==> src/tpg_defs.vh <==
// Purpose: Shared constants of the test pattern generator: register map, fields, resets, timing.
// Assumes: A 10 MHz system clock and an AHB-Lite register bus with 32-bit words.
// Notes: Offsets are byte addresses of aligned words.
`ifndef TPG_DEFS_VH
`define TPG_DEFS_VH

// Register byte offsets.
`define TPG_OFS_CTRL 8'h00
`define TPG_OFS_PAT_LEN 8'h04
`define TPG_OFS_RAM_ADDR 8'h08
`define TPG_OFS_RAM_DATA 8'h0C
`define TPG_OFS_SYNC_THR 8'h10
`define TPG_OFS_EYE_THR 8'h14
`define TPG_OFS_STATUS 8'h18
`define TPG_OFS_ERR_CNT 8'h1C
`define TPG_OFS_TRIG_CNT 8'h20
`define TPG_OFS_REPS 8'h24

// Control register fields.
`define TPG_CTRL_RUN 0
`define TPG_CTRL_RAM 1
`define TPG_CTRL_SEL_LO 2
`define TPG_CTRL_SEL_HI 4
`define TPG_CTRL_POS_LO 5
`define TPG_CTRL_POS_HI 6
`define TPG_CTRL_ALIGN 7

// Status register fields.
`define TPG_ST_SYNC 0
`define TPG_ST_LOSS 1
`define TPG_ST_EYE 2
`define TPG_ST_TOUT 3
`define TPG_ST_UNDER 4

// Pseudo-random sequence selections.
`define TPG_PRBS7 3'h0
`define TPG_PRBS10 3'h1
`define TPG_PRBS15 3'h2
`define TPG_PRBS23 3'h3
`define TPG_PRBS31 3'h4

// Reset values.
`define TPG_RST_PAT_LEN 32'h0000_0100
`define TPG_RST_SYNC_THR 8'h04
`define TPG_RST_EYE_THR 8'h20
`define TPG_PRBS_SEED 31'h7FFF_FFFF

// Geometry and timing.
`define TPG_RAM_ROW_BITS 256
`define TPG_WORD_BITS 32
`define TPG_NIBBLES 4'h8
`define TPG_WIN_NIBBLES 6'h3F
`define TPG_CLK_HZ 10000000
`define TPG_SYNC_TIME_MS 3000

`endif

==> src/tpg_core.v <==
// Purpose: Pattern source with quarter-rate output and a simple error detector.
// Assumes: Link clock and receive nibble arrive from outside and are synchronised here.
// Notes: RAM patterns are stored once; replication to whole 256-bit rows is done
//        by wrapping the bit pointer, which yields the same serial stream.
//
// Design decisions made here: the AHB-Lite slave port and the address map.
`timescale 1ns/100ps
`include "tpg_defs.vh"

module tpg_core #(
    parameter RAM_WORDS = 64,
    parameter RAM_AW = 6,
    parameter FIFO_DEPTH = 16,
    parameter SYNC_TIMEOUT_CYC = `TPG_SYNC_TIME_MS * (`TPG_CLK_HZ / 1000)
) (
    input wire i_clk_sys,
    input wire i_rst_b,
    input wire i_hsel,
    input wire [31:0] i_haddr,
    input wire [1:0] i_htrans,
    input wire i_hwrite,
    input wire [2:0] i_hsize,
    input wire i_hready,
    input wire [31:0] i_hwdata,
    output reg [31:0] o_hrdata,
    output wire o_hreadyout,
    output wire o_hresp,
    input wire i_link_clk,
    input wire [3:0] i_rx_sub,
    output reg o_subrate_channel_zero,
    output reg o_subrate_channel_one,
    output reg o_subrate_channel_two,
    output reg o_subrate_channel_three,
    output reg o_trigger
);
    localparam ST_FILL = 1'b0;
    localparam ST_DRAIN = 1'b1;

    // Feedback bit of the selected Fibonacci generator.
    function fb_bit;
        input [30:0] s;
        input [2:0] sel;
        begin
            case (sel)
                `TPG_PRBS7: fb_bit = s[6] ^ s[5];
                `TPG_PRBS10: fb_bit = s[9] ^ s[6];
                `TPG_PRBS15: fb_bit = s[14] ^ s[13];
                `TPG_PRBS23: fb_bit = s[22] ^ s[17];
                default: fb_bit = s[30] ^ s[27];
            endcase
        end
    endfunction

    // Sequence length 2^n-1 of the selected generator.
    function [31:0] prbs_len;
        input [2:0] sel;
        begin
            case (sel)
                `TPG_PRBS7: prbs_len = 32'h0000_007F;
                `TPG_PRBS10: prbs_len = 32'h0000_03FF;
                `TPG_PRBS15: prbs_len = 32'h0000_7FFF;
                `TPG_PRBS23: prbs_len = 32'h007F_FFFF;
                default: prbs_len = 32'h7FFF_FFFF;
            endcase
        end
    endfunction

    // Copies needed for a length to fill whole 256-bit rows.
    function [8:0] reps_of;
        input [31:0] len;
        integer k;
        reg done;
        begin
            reps_of = 9'h100;
            done = 1'b0;
            for (k = 0; k < 8; k = k + 1) begin
                if (!done && len[k] == 1'b0) begin
                    reps_of = reps_of >> 1;
                end else begin
                    done = 1'b1;
                end
            end
        end
    endfunction

    // Channel c takes serial bit 4k+c+pos-4, so position 1 puts each nibble's first bit
    // on channel three and the next three bits on channels zero to two.
    function [3:0] rot_nib;
        input [3:0] cur;
        input [3:0] prev;
        input [1:0] pos;
        reg [7:0] cat;
        begin
            cat = {cur, prev} >> pos;
            rot_nib = cat[3:0];
        end
    endfunction

    // Number of ones in a nibble.
    function [2:0] ones4;
        input [3:0] v;
        begin
            ones4 = {2'h0, v[0]} + {2'h0, v[1]} + {2'h0, v[2]} + {2'h0, v[3]};
        end
    endfunction

    // Register file.
    reg [7:0] ctrl_q;
    reg [31:0] pat_len_q;
    reg [RAM_AW-1:0] ram_addr_q;
    reg [7:0] sync_thr_q;
    reg [7:0] eye_thr_q;
    reg [31:0] err_cnt_q;
    reg [31:0] trig_cnt_q;
    reg [31:0] ram_q [0:RAM_WORDS-1];
    reg sync_q, loss_q, eye_q, tout_q, under_q;
    reg ph_wr_q, ph_act_q;
    reg [7:0] ph_addr_q;
    wire addr_ok;
    wire run;
    wire ram_mode;
    wire [2:0] sel;
    wire [1:0] pos;
    wire [8:0] reps;
    wire [31:0] clr_mask;

    assign run = ctrl_q[`TPG_CTRL_RUN];
    assign ram_mode = ctrl_q[`TPG_CTRL_RAM];
    assign sel = ctrl_q[`TPG_CTRL_SEL_HI:`TPG_CTRL_SEL_LO];
    assign pos = ctrl_q[`TPG_CTRL_POS_HI:`TPG_CTRL_POS_LO];
    assign reps = reps_of(pat_len_q);
    assign o_hreadyout = 1'b1;
    assign o_hresp = 1'b0;
    assign addr_ok = i_hsel && i_htrans[1] && i_hready;
    assign clr_mask = (ph_act_q && ph_wr_q && ph_addr_q == `TPG_OFS_STATUS) ? i_hwdata : 32'h0;

    // Address phase capture and read data, answered with no wait states.
    always @(posedge i_clk_sys) begin
        if (!i_rst_b) begin
            ph_act_q <= 1'b0;
            ph_wr_q <= 1'b0;
            ph_addr_q <= 8'h00;
            o_hrdata <= 32'h0;
        end else begin
            ph_act_q <= addr_ok;
            ph_wr_q <= i_hwrite;
            ph_addr_q <= i_haddr[7:0];
            if (addr_ok && !i_hwrite) begin
                case (i_haddr[7:0])
                    `TPG_OFS_CTRL: o_hrdata <= {24'h0, ctrl_q};
                    `TPG_OFS_PAT_LEN: o_hrdata <= pat_len_q;
                    `TPG_OFS_RAM_ADDR: o_hrdata <= {{(32-RAM_AW){1'b0}}, ram_addr_q};
                    `TPG_OFS_SYNC_THR: o_hrdata <= {24'h0, sync_thr_q};
                    `TPG_OFS_EYE_THR: o_hrdata <= {24'h0, eye_thr_q};
                    `TPG_OFS_STATUS: o_hrdata <= {27'h0, under_q, tout_q, eye_q, loss_q, sync_q};
                    `TPG_OFS_ERR_CNT: o_hrdata <= err_cnt_q;
                    `TPG_OFS_TRIG_CNT: o_hrdata <= trig_cnt_q;
                    `TPG_OFS_REPS: o_hrdata <= {23'h0, reps};
                    default: o_hrdata <= 32'h0;
                endcase
            end
        end
    end

    // Data phase writes; the pattern RAM data port auto-increments its address.
    always @(posedge i_clk_sys) begin
        if (!i_rst_b) begin
            ctrl_q <= 8'h00;
            pat_len_q <= `TPG_RST_PAT_LEN;
            ram_addr_q <= {RAM_AW{1'b0}};
            sync_thr_q <= `TPG_RST_SYNC_THR;
            eye_thr_q <= `TPG_RST_EYE_THR;
        end else if (ph_act_q && ph_wr_q) begin
            case (ph_addr_q)
                `TPG_OFS_CTRL: ctrl_q <= i_hwdata[7:0];
                `TPG_OFS_PAT_LEN: pat_len_q <= i_hwdata;
                `TPG_OFS_RAM_ADDR: ram_addr_q <= i_hwdata[RAM_AW-1:0];
                `TPG_OFS_RAM_DATA: ram_addr_q <= ram_addr_q + 1'b1;
                `TPG_OFS_SYNC_THR: sync_thr_q <= i_hwdata[7:0];
                `TPG_OFS_EYE_THR: eye_thr_q <= i_hwdata[7:0];
                default: ;
            endcase
        end
    end

    // Pattern RAM word store.
    always @(posedge i_clk_sys) begin
        if (ph_act_q && ph_wr_q && ph_addr_q == `TPG_OFS_RAM_DATA) begin
            ram_q[ram_addr_q] <= i_hwdata;
        end
    end

    // Word builder: PRBS loads 32 bits at once, RAM shifts in one bit per cycle.
    reg bst_q;
    reg [31:0] word_q;
    reg [5:0] fill_q;
    reg [3:0] nib_q;
    reg [30:0] lfsr_q;
    reg [31:0] ptr_q;
    reg [31:0] step_q;
    reg [31:0] rep_q;
    reg [31:0] gen_word;
    reg [30:0] gen_state;
    reg ram_bit;
    wire fifo_in_ready;
    wire [31:0] frame_bits;
    integer b;

    assign frame_bits = pat_len_q * {23'h0, reps};

    // One 32-bit step of the selected generator.
    always @* begin
        gen_state = lfsr_q;
        gen_word = 32'h0;
        for (b = 0; b < `TPG_WORD_BITS; b = b + 1) begin
            gen_word[b] = fb_bit(gen_state, sel);
            gen_state = {gen_state[29:0], gen_word[b]};
        end
        ram_bit = ram_q[ptr_q[RAM_AW+4:5]][ptr_q[4:0]];
    end

    // Builder state machine and trigger generation.
    always @(posedge i_clk_sys) begin
        if (!i_rst_b || !run) begin
            bst_q <= ST_FILL;
            word_q <= 32'h0;
            fill_q <= 6'h00;
            nib_q <= 4'h0;
            lfsr_q <= `TPG_PRBS_SEED;
            ptr_q <= 32'h0;
            step_q <= 32'h0;
            rep_q <= 32'h0;
            o_trigger <= 1'b0;
            if (!i_rst_b) begin
                trig_cnt_q <= 32'h0;
            end
        end else begin
            o_trigger <= 1'b0;
            case (bst_q)
                ST_FILL: begin
                    if (!ram_mode) begin
                        word_q <= gen_word;
                        lfsr_q <= gen_state;
                        nib_q <= `TPG_NIBBLES;
                        bst_q <= ST_DRAIN;
                        // 2^n-1 steps of 32 bits hold exactly 32 whole sequences.
                        if (step_q >= prbs_len(sel) - 32'h1) begin
                            step_q <= 32'h0;
                            o_trigger <= 1'b1;
                            trig_cnt_q <= trig_cnt_q + 32'h1;
                        end else begin
                            step_q <= step_q + 32'h1;
                        end
                    end else begin
                        word_q <= {ram_bit, word_q[31:1]};
                        // Wrapping at the length repeats the pattern end to end.
                        ptr_q <= (ptr_q >= pat_len_q - 32'h1) ? 32'h0 : ptr_q + 32'h1;
                        if (rep_q >= frame_bits - 32'h1) begin
                            rep_q <= 32'h0;
                            o_trigger <= 1'b1;
                            trig_cnt_q <= trig_cnt_q + 32'h1;
                        end else begin
                            rep_q <= rep_q + 32'h1;
                        end
                        if (fill_q == 6'h1F) begin
                            fill_q <= 6'h00;
                            nib_q <= `TPG_NIBBLES;
                            bst_q <= ST_DRAIN;
                        end else begin
                            fill_q <= fill_q + 6'h01;
                        end
                    end
                end
                ST_DRAIN: begin
                    if (fifo_in_ready) begin
                        word_q <= word_q >> 4;
                        nib_q <= nib_q - 4'h1;
                        if (nib_q == 4'h1) begin
                            bst_q <= ST_FILL;
                        end
                    end
                end
                default: bst_q <= ST_FILL;
            endcase
        end
    end

    // Nibble FIFO between the builder and the link side.
    wire fifo_out_valid;
    wire [3:0] fifo_out_data;
    reg link_s1_q, link_s2_q, link_s3_q;
    reg [3:0] rx_s1_q, rx_s2_q;
    wire link_tick;

    assign link_tick = link_s2_q && !link_s3_q;

    tpg_fifo #(
        .WIDTH(4),
        .DEPTH(FIFO_DEPTH),
        .AW(4)
    ) u_fifo (
        .i_clk_sys(i_clk_sys),
        .i_rst_b(i_rst_b),
        .i_in_valid(bst_q == ST_DRAIN && run),
        .o_in_ready(fifo_in_ready),
        .i_in_data(word_q[3:0]),
        .o_out_valid(fifo_out_valid),
        .i_out_ready(link_tick),
        .o_out_data(fifo_out_data)
    );

    // Two-flop synchronisers for the link clock and receive nibble.
    always @(posedge i_clk_sys) begin
        if (!i_rst_b) begin
            link_s1_q <= 1'b0;
            link_s2_q <= 1'b0;
            link_s3_q <= 1'b0;
            rx_s1_q <= 4'h0;
            rx_s2_q <= 4'h0;
        end else begin
            link_s1_q <= i_link_clk;
            link_s2_q <= link_s1_q;
            link_s3_q <= link_s2_q;
            rx_s1_q <= i_rx_sub;
            rx_s2_q <= rx_s1_q;
        end
    end

    // Output stage: one rotated nibble per link edge, one bit per channel.
    reg [3:0] prev_q;
    reg [31:0] hist_q;
    wire [3:0] tx_nib;

    assign tx_nib = rot_nib(fifo_out_data, prev_q, pos);

    always @(posedge i_clk_sys) begin
        if (!i_rst_b) begin
            prev_q <= 4'h0;
            hist_q <= 32'h0;
            o_subrate_channel_zero <= 1'b0;
            o_subrate_channel_one <= 1'b0;
            o_subrate_channel_two <= 1'b0;
            o_subrate_channel_three <= 1'b0;
        end else if (link_tick && fifo_out_valid) begin
            prev_q <= fifo_out_data;
            hist_q <= {hist_q[27:0], tx_nib};
            o_subrate_channel_zero <= tx_nib[0];
            o_subrate_channel_one <= tx_nib[1];
            o_subrate_channel_two <= tx_nib[2];
            o_subrate_channel_three <= tx_nib[3];
        end
    end

    // Error detector: compare against a lagged copy, slip the lag while out of sync.
    reg [2:0] lag_q;
    reg [5:0] win_q;
    reg [8:0] win_err_q;
    reg [31:0] hunt_q;
    wire [3:0] ref_nib;
    wire [2:0] bit_err;
    wire [8:0] win_sum;

    assign ref_nib = hist_q[{lag_q, 2'b00} +: 4];
    assign bit_err = ones4(rx_s2_q ^ ref_nib);
    assign win_sum = win_err_q + {6'h0, bit_err};

    always @(posedge i_clk_sys) begin
        if (!i_rst_b) begin
            lag_q <= 3'h0;
            win_q <= 6'h00;
            win_err_q <= 9'h000;
            err_cnt_q <= 32'h0;
            hunt_q <= 32'h0;
            sync_q <= 1'b0;
            loss_q <= 1'b0;
            eye_q <= 1'b0;
            tout_q <= 1'b0;
            under_q <= 1'b0;
        end else begin
            // Write one to a loss, eye, timeout or underrun bit clears it (sync is not cleared); a new event in that cycle wins.
            loss_q <= loss_q & ~clr_mask[`TPG_ST_LOSS];
            eye_q <= eye_q & ~clr_mask[`TPG_ST_EYE];
            tout_q <= tout_q & ~clr_mask[`TPG_ST_TOUT];
            under_q <= (under_q & ~clr_mask[`TPG_ST_UNDER]) | (run && link_tick && !fifo_out_valid);
            if (!run || sync_q) begin
                hunt_q <= 32'h0;
            end else if (hunt_q >= SYNC_TIMEOUT_CYC - 1) begin
                tout_q <= 1'b1;
            end else begin
                hunt_q <= hunt_q + 32'h1;
            end
            if (run && link_tick && fifo_out_valid) begin
                if (sync_q) begin
                    err_cnt_q <= err_cnt_q + {29'h0, bit_err};
                end
                if (win_q == `TPG_WIN_NIBBLES) begin
                    win_q <= 6'h00;
                    win_err_q <= 9'h000;
                    if (ctrl_q[`TPG_CTRL_ALIGN] && win_sum > {1'b0, eye_thr_q}) begin
                        eye_q <= 1'b1;
                    end
                    if (win_sum < {1'b0, sync_thr_q}) begin
                        sync_q <= 1'b1;
                    end else begin
                        if (sync_q) begin
                            loss_q <= 1'b1;
                        end
                        sync_q <= 1'b0;
                        lag_q <= lag_q + 3'h1;
                    end
                end else begin
                    win_q <= win_q + 6'h01;
                    win_err_q <= win_sum;
                end
            end
        end
    end
endmodule // tpg_core

==> src/tpg_fifo.v <==
// Purpose: Synchronous FIFO with valid and ready on both sides.
// Assumes: One clock; depth is a power of two.
// Notes: Read data comes straight from the storage word under the read pointer.
`timescale 1ns/100ps
module tpg_fifo #(
    parameter WIDTH = 4,
    parameter DEPTH = 16,
    parameter AW = 4
) (
    input wire i_clk_sys,
    input wire i_rst_b,
    input wire i_in_valid,
    output wire o_in_ready,
    input wire [WIDTH-1:0] i_in_data,
    output wire o_out_valid,
    input wire i_out_ready,
    output wire [WIDTH-1:0] o_out_data
);
    reg [WIDTH-1:0] mem_q [0:DEPTH-1];
    reg [AW:0] wr_q;
    reg [AW:0] rd_q;
    wire push;
    wire pop;

    // Full and empty come from pointers with one wrap bit.
    assign o_in_ready = (wr_q[AW-1:0] != rd_q[AW-1:0]) || (wr_q[AW] == rd_q[AW]);
    assign o_out_valid = (wr_q != rd_q);
    assign push = i_in_valid && o_in_ready;
    assign pop = o_out_valid && i_out_ready;
    assign o_out_data = mem_q[rd_q[AW-1:0]];

    // Storage write, no reset needed on the data words.
    always @(posedge i_clk_sys) begin
        if (push) begin
            mem_q[wr_q[AW-1:0]] <= i_in_data;
        end
    end

    // Pointer update.
    always @(posedge i_clk_sys) begin
        if (!i_rst_b) begin
            wr_q <= {(AW+1){1'b0}};
            rd_q <= {(AW+1){1'b0}};
        end else begin
            if (push) begin
                wr_q <= wr_q + 1'b1;
            end
            if (pop) begin
                rd_q <= rd_q + 1'b1;
            end
        end
    end
endmodule // tpg_fifo
==> config.mk <==
export PLATFORM = sky130hd
export DESIGN_NAME = tpg_core
export DESIGN_NICKNAME = d
export VERILOG_FILES = /design/src/tpg_core.v /design/src/tpg_fifo.v
export VERILOG_INCLUDE_DIRS = /design/src
export SDC_FILE = /design/constraint.sdc
export NUM_CORES = 2
export LEC_CHECK = 0
export BUFFER_PORTS_ARGS = -buffer_cell sky130_fd_sc_hd__buf_4
export CAP_MARGIN = 20
export CORE_ASPECT_RATIO = 0.7
export CORE_MARGIN = 2
export CORE_UTILIZATION = 45
export CTS_CLUSTER_DIAMETER = 150
export DETAILED_ROUTE_END_ITERATION = 10
export PLACE_DENSITY = 0.63
export RECOVER_POWER = 100
export SETUP_SLACK_MARGIN = 0.05
export SYNTH_ARGS = -nofsm -noshare
export SYNTH_HDL_FRONTEND = slang
export SYNTH_SLANG_ARGS = --single-unit
==> constraint.sdc <==
create_clock -name i_clk_sys -period 26.5 [get_ports i_clk_sys]
set_input_delay 1.325 -clock i_clk_sys [delete_from_list [all_inputs] [get_ports i_clk_sys]]
set_output_delay 1.325 -clock i_clk_sys [all_outputs]
set_load 0.01 [all_outputs]
## After elaboration in Yosys (flattened, before gate mapping)

Memories as Yosys holds them, arrays and structs flattened. A register that Yosys moved wholly into a read port is not among the register bits.
Index checks and enable logic that the tools add are counted.

- $add $sub $neg: 20
- Multipliers: 1
- Div/mod/pow operators: 0
- Magnitude comparators: 7
- Equality and inequality tests: 28
- Shift operators: 2
- Multiplexer cells: 101
- Bitwise gates (word level): 147
- Reductions and logical operators: 54

Operators by type and width:

| operator | count |
|---|---|
| $mux W32 | 14 |
| $pmux W32 S9 | 1 |
| $add A32 B1 Y32 const B | 5 |
| $pmux W1 S4 | 32 |
| $xor A1 B1 Y1 | 125 |
| $pmux W31 S4 | 1 |
| $ge A32 B32 Y1 | 3 |
| $sub A32 B1 Y32 const B | 3 |
| $mux W9 | 9 |
| $pmux W32 S2 | 1 |
| $eq A8 B5 Y1 const B | 7 |
| $add A32 B3 Y32 | 1 |
| $ge A32 B25 Y1 const B | 1 |
| $mul A32 B9 Y32 | 1 |
| $shiftx A32 B6 Y4 | 1 |
| $mux W1 | 29 |
| $eq A8 B4 Y1 const B | 3 |
| $mux W6 | 4 |
| $logic_and A1 B1 Y1 | 21 |
| $mux W4 | 5 |
| $reduce_and A2 Y1 | 10 |
| $add A6 B1 Y6 const B | 3 |
| $eq A8 B3 Y1 const B | 2 |
| $eq A8 B6 Y1 const B | 2 |
| 41 further kinds | 76 |

- Register bits: 455
- Bits in latches: 0
- RAM bits: 2,112
- Bits in read-only memories: 0
- Bits of input ports: 79
- Output and inout bits: 39
- Logic and storage cells: 404
- Memories kept: 2

Memory list:

| name | words | bits a word | rd ports | clocked after memory_dff | write ports | RTL line | source |
|---|---|---|---|---|---|---|---|
| ram_q | 64 | 32 | 1 | 1 | 1 | tpg_core.v:115 | `reg [31:0] ram_q [0:RAM_WORDS-1];` |
| u_fifo.mem_q | 16 | 4 | 1 | 1 | 1 | tpg_fifo.v:19 | `reg [WIDTH-1:0] mem_q [0:DEPTH-1];` |

## Depth between registers and ports, before layout

- Depth after elaboration: 28
- Mapped depth: 44
- Mapped depth without buffers: 42

## Modules after synthesis

Synthesis repeated with hierarchy kept, for this count alone.

- Cell total of the unflattened synthesis: 7,088
- Area, all modules: 114,379.7 µm²

By module, submodules not included:

| module | times used | cells each | area each (µm²) | seq. area each (µm²) |
|---|---|---|---|---|
| tpg_core | 1 | 6,893 | 111,085.3 | 70,767.9 |
| tpg_fifo | 1 | 195 | 3,294.4 | 2,202.1 |

## Least setup slack after synthesis

OpenSTA, ideal clock, no wires.

- Path kind: register to register
- From: register pat_len_q[1]
- To: register trig_cnt_q[0] (enable)
- Library setup time: 0.630 ns
- Data arrival time: 8.638 ns
- Required time: 25.870 ns
- Slack: 17.232 ns
- Cell stages (with the launch flop): 40
- Buffers on the path: 3
- Period minus slack after synthesis: 9.268 ns
- Cell sequence: dfxtp_1 > clkbuf_1 > inv_1 > ha_1 > nand2_1 > nor2_1 > nor2_1 > nor3_1 > clkbuf_1 > nand2_1 > fa_1 > inv_1 > fa_1 > fa_1 > fa_1 > inv_1 > fa_1 > inv_1 > [... 4 more ...] > a31oi_1 > o21ai_0 > a31oi_1 > a31o_2 > a21oi_1 > xor2_1 > ha_1 > a21oi_1 > nor2b_1 > o21ai_0 > nand2b_1 > a21oi_1 > nor2b_1 > o21ai_0 > nand2b_1 > a21o_1 > nand3_1 > nand4_1

- Longest elaborated chain between the ends: 26
- Elaborated cells between the ends (all ways): 32
- Those cells by class: add/sub: 1; mul: 1; order compare: 1; eq/ne: 1; mux: 13; bitwise: 1; reduce/logical: 14

Ends and longest elaborated chain:

| what | RTL line | source |
|---|---|---|
| start, declared | tpg_core.v:109 | `reg [31:0] pat_len_q;` |
| start signal, assigned | tpg_core.v:169 | `` pat_len_q <= `TPG_RST_PAT_LEN; `` |
| start signal, assigned | tpg_core.v:176 | `` `TPG_OFS_PAT_LEN: pat_len_q <= i_hwdata; `` |
| $not A1 Y1 | tpg_core.v:77 | `if (!done && len[k] == 1'b0) begin` |
| $logic_and A1 B1 Y1 | tpg_core.v:77 |  |
| $mux W1 | tpg_core.v:77 |  |
| $logic_not A1 Y1 | tpg_core.v:77 |  |
| $logic_and A1 B1 Y1 | tpg_core.v:77 |  |
| $mux W1 | tpg_core.v:77 |  |
| $logic_not A1 Y1 | tpg_core.v:77 |  |
| $logic_and A1 B1 Y1 | tpg_core.v:77 |  |
| [... 10 more ...] | -- |  |
| $logic_not A1 Y1 | tpg_core.v:77 |  |
| $logic_and A1 B1 Y1 | tpg_core.v:77 |  |
| $mux W9 | tpg_core.v:77 |  |
| $mul A32 B9 Y32 * | tpg_core.v:209 | `assign frame_bits = pat_len_q * {23'h0, reps};` |
| $sub A32 B1 Y32 * | tpg_core.v:258 | `if (rep_q >= frame_bits - 32'h1) begin` |
| $ge A32 B32 Y1 * | tpg_core.v:258 |  |
| $ne A3 B1 Y1 (no line) * | -- |  |
| $reduce_and A4 Y1 (no line) * | -- |  |
| end signal, assigned | tpg_core.v:250 | `trig_cnt_q <= trig_cnt_q + 32'h1;` |
| end signal, assigned | tpg_core.v:261 | `trig_cnt_q <= trig_cnt_q + 32'h1;` |
| end, declared | tpg_core.v:114 | `reg [31:0] trig_cnt_q;` |

Every way passes the cells marked *; elsewhere a longest branch is shown, timed or not.
A chain may end at the register's enable or synchronous reset.

## Worst setup path after layout

- From: register pat_len_q[3]
- To: register trig_cnt_q[8] (enable)

- Longest elaborated chain between the ends: 20
- Elaborated cells between the ends (all ways): 24
- Those cells by class: add/sub: 1; mul: 1; order compare: 1; eq/ne: 1; mux: 9; bitwise: 1; reduce/logical: 10

Ends and longest elaborated chain:

| what | RTL line |
|---|---|
| $not A1 Y1 | tpg_core.v:77 |
| $logic_and A1 B1 Y1 | tpg_core.v:77 |
| $mux W1 | tpg_core.v:77 |
| $logic_not A1 Y1 | tpg_core.v:77 |
| $logic_and A1 B1 Y1 | tpg_core.v:77 |
| $mux W1 | tpg_core.v:77 |
| $logic_not A1 Y1 | tpg_core.v:77 |
| $logic_and A1 B1 Y1 | tpg_core.v:77 |
| [... 4 more ...] | -- |
| $logic_not A1 Y1 | tpg_core.v:77 |
| $logic_and A1 B1 Y1 | tpg_core.v:77 |
| $mux W9 | tpg_core.v:77 |
| $mul A32 B9 Y32 * | tpg_core.v:209 |
| $sub A32 B1 Y32 * | tpg_core.v:258 |
| $ge A32 B32 Y1 * | tpg_core.v:258 |
| $ne A3 B1 Y1 (no line) * | -- |
| $reduce_and A4 Y1 (no line) * | -- |

Marked as above.

==> impl_results.md <==
- Initial Utilization: 45.3%
- Distinct cells, synth: 103
- Most frequent cells in the layout: 2144 x edfxtp_1, 685 x mux4_2, 559 x nand2_1
- Pre-CTS WS: 16.28 ns
- Status: finished with violations
- Via count: 64826
- Std-Cell Rows: 154
- Setup bufs post-CTS: 0
- DIE AREA: 0.257 mm^2
- Clk_lat worst skew: 0.91 ns
- Core ar.: 0.251 mm^2
- Largest net degree at the start of global routing: 119
- Die Span X: 605 um
- Number of port buffers: 87
- CTS buffer count: 236
- TritonCTS Sinks: 2573
- Syn avg cell area: 15.9 um^2
- Met1 Routed Length: 133 mm
- Final #Nets: 7704
- Hold violation count in the final report: 0
- Starting DRC count in detailed routing: 9053
- Hold WC Path Type: reg2reg
- Highest clock rate: 93.0 MHz
- Number of synthesized register bits: 2573
- Grt ovf: 0
- Final WL: 301 mm
- Layout cells sized above 1: 16.9%
- Initial antenna violation count: 17
- Post-synthesis sequential area ratio: 64.1%
- Worst-path cell with the longest stage delay: clkbuf_1
- Synth warnings: 0
- Wire length on met3: 32.5 mm
- Power, Total: 7.99 mW
- Synthesized instance count: 7138
- CTS tree: yes
- Root buf cell: clkbuf_16
- Die Y: 425 um
- Worst relative slew slack: -160%
- Setup CP Type: reg2reg
- Crit path DAT: 11.20 ns
- Worst Slack Setup Final: 15.75 ns
- Mapped cell area: 0.114 mm^2
- Reg clk slew, reported paths: 0.07 ns
- Routed wl met2: 129 mm
- Max IR drop VDD: 0.0000602 V
- Failing checks: max-capacitance violations, max-slew violations
- Final setup vio count: 0
- ANT nets after route: 0
- First-pass GRT wire length: 439 mm
- Area of the multi-input gates: 0.0386 mm^2
- Pwr dens: 63.4 mW/mm^2
- H-tree depth: 4
- Data required, critical path: 26.95 ns
- Crit path max fanout: 32
- WL/cell: 27.8 um
- Detailed Place HPWL: 176 mm
- Final Max Slew Viols: 4720
- CP most frequent cell: fa_1
- GPL Wtd Cong: 0.903
- Io pins: 118
- Vias per cell: 6.00
- Worst Tran Pin Value: 3.90 ns
- Startpoint types: register
- # hold bufs at CTS: 0
- Non-Filler Cell Area, Final: 0.126 mm^2
- Post-route setup TNS: 0 ns
- Ys flop type: edfxtp_1
- # fillers: 20699
- Asr flop ratio synth: 0%
- Crit. End Element: register
- Dpl cell area: 0.119 mm^2
- Max Cap Viol: 115
- PostCTS Resize Cnt: 0
- GRT Resource Usage Total: 23.3%
- Clock Tree Buf Depth: 4
- Max layer used: met5
- Post-Layout Cell Count: 10797
- Post-route minimum period: 10.75 ns
- Commonest non-fill, non-tap cell in the layout: edfxtp_1
- Leak: 40.2 nW
- DRT Pass-1 Iters: 6
- Number of flops mapped to enable cells by yosys: 2144
- Fin crit share: 40.6%
- Sequential cell area: 0.0730 mm^2
- Residual DRC: 0
- RSZ-0062 raised after global routing: no
- Area grow syn2layout: 10.7%
- Fin Clk Skew: 0.0583 ns
- Max incr delay on CP: 1.43 ns
- Vias in the first global route: 63289
- # placed instances: 10354
[layer usage]
metal / up-vias / track usage, %
li1: 27441 / -
met1: 33832 / 36.4
met2: 3154 / 33.5
met3: 387 / 5.12
met4: 12 / 4.80
met5: - / 0
[synthesized netlist by cell type, types with 7 or more instances]
| cell | count | area [um^2] |
|---|---|---|
| dfxtp_1 | 429 | 8590 |
| o22ai_1 | 10 | 62.6 |
| a21o_1 | 39 | 293 |
| nand2_1 | 559 | 2100 |
| a22oi_1 | 52 | 390 |
| nand2b_1 | 29 | 181 |
| nor4_1 | 46 | 288 |
| mux4_2 | 685 | 15400 |
| o21a_1 | 11 | 82.6 |
| xor2_1 | 211 | 1850 |
| edfxtp_1 | 2144 | 64400 |
| nand4_1 | 51 | 319 |
| a222oi_1 | 25 | 250 |
| nor3_1 | 57 | 285 |
| buf_4 | 7 | 52.6 |
| a211oi_1 | 51 | 383 |
| and3_1 | 64 | 400 |
| a31o_2 | 7 | 61.3 |
| a31oi_1 | 24 | 150 |
| buf_1 | 57 | 214 |
| mux2i_1 | 66 | 661 |
| a21oi_1 | 237 | 1190 |
| nand3_1 | 131 | 656 |
| mux2_2 | 10 | 113 |
| a221oi_1 | 19 | 166 |
| and2_1 | 125 | 782 |
| ha_1 | 195 | 2440 |
| fa_1 | 186 | 3720 |
| a22o_1 | 17 | 149 |
| nand3b_1 | 12 | 90.1 |
| buf_2 | 44 | 220 |
| clkbuf_1 | 288 | 1080 |
| nor2_1 | 496 | 1860 |
| o211ai_1 | 34 | 255 |
| o21ai_0 | 76 | 380 |
| inv_1 | 281 | 1050 |
| or3_1 | 16 | 100 |
| xnor2_1 | 168 | 1470 |
| nor2b_1 | 38 | 238 |
| and4_1 | 12 | 105 |
[critical path, delay by kind of cell (launching register included)]
kind	cells	cell delay, ns
AO/OA/AOI/OAI	12	2.45
XOR/XNOR	1	0.10
adder cells (fa/ha/maj)	7	3.20
buffers and inverters	4	1.57
flip-flops	1	0.58
AND/OR/NAND/NOR	11	2.38
[flip-flops by register name, summed over array words and instances, names as in the netlist, 5 cells and up, named ones only]
name,cells
ram_q,2048
u_fifo.mem_q,64
err_cnt_q,32
hist_q,32
hunt_q,32
o_hrdata,32
pat_len_q,32
ptr_q,32
rep_q,32
step_q,32
trig_cnt_q,32
word_q,32
lfsr_q,31
win_err_q,9
ctrl_q,8
eye_thr_q,8
ph_addr_q,8
sync_thr_q,8
fill_q,6
ram_addr_q,6
win_q,6
u_fifo.rd_q,5
u_fifo.wr_q,5
[power breakdown]
part | total (mW) | switching, mW | leakage (nW) | internal, mW
Sequential | 4.39 | 0.00326 | 22.8 | 4.38
Clock | 3.41 | 1.51 | 3.69 | 1.90
Combinational | 0.196 | 0.136 | 13.7 | 0.0594
Total | 7.99 | 1.65 | 40.2 | 6.34
[cell families (layout without fill, tap and decap cells)]
kind of cell             count (synthesis)  in the layout  share of synthesized area [%]
flip-flops                            2573           2573                           64.1
AND/OR/NAND/NOR                       1666           1666                           6.73
multiplexers                           763            763                           14.3
buffers and inverters                  688            967                           2.38
AO/OA/AOI/OAI                          684            684                           4.12
adder cells (fa/ha/maj)                381            381                           5.42
XOR/XNOR                               381            381                           2.95
other                                    2             28                        0.00660
[final cells by class]
cell class | count | area share (%)
repair buffers | 251 | 1.21
flip-flops and latches | 2573 | 57.9
clock inverters | 130 | 1.01
inverters | 284 | 0.847
clock buffers | 302 | 5.02
diodes | 5 | 0.00993
multi-input cells | 3898 | 30.6
well taps | 3354 | 3.33
[stage by stage]
stage / hold slack (ns) / util (%)
2_1_floorplan: 0.412 / -
3_5_place_dp: 0.424 / 47.3
3_3_place_gp: 0.425 / 47.3
6_report: 0.442 / 50.1
4_1_cts: 0.439 / 50.3
5_1_grt: 0.449 / 50.1
[final timing paths]
path | depth (start not counted) | endpoint | slack (ns) | start
hold reg to reg | 1 | rx_s2_q[3] | 0.44 | rx_s1_q[3]
hold / removal | 1 | rx_s2_q[3] | 0.44 | rx_s1_q[3]
setup reg to reg | 35 | trig_cnt_q[8] | 15.75 | pat_len_q[3]
setup / recovery | 35 | trig_cnt_q[8] | 15.75 | pat_len_q[3]
(Power assumes the default switching activity.)
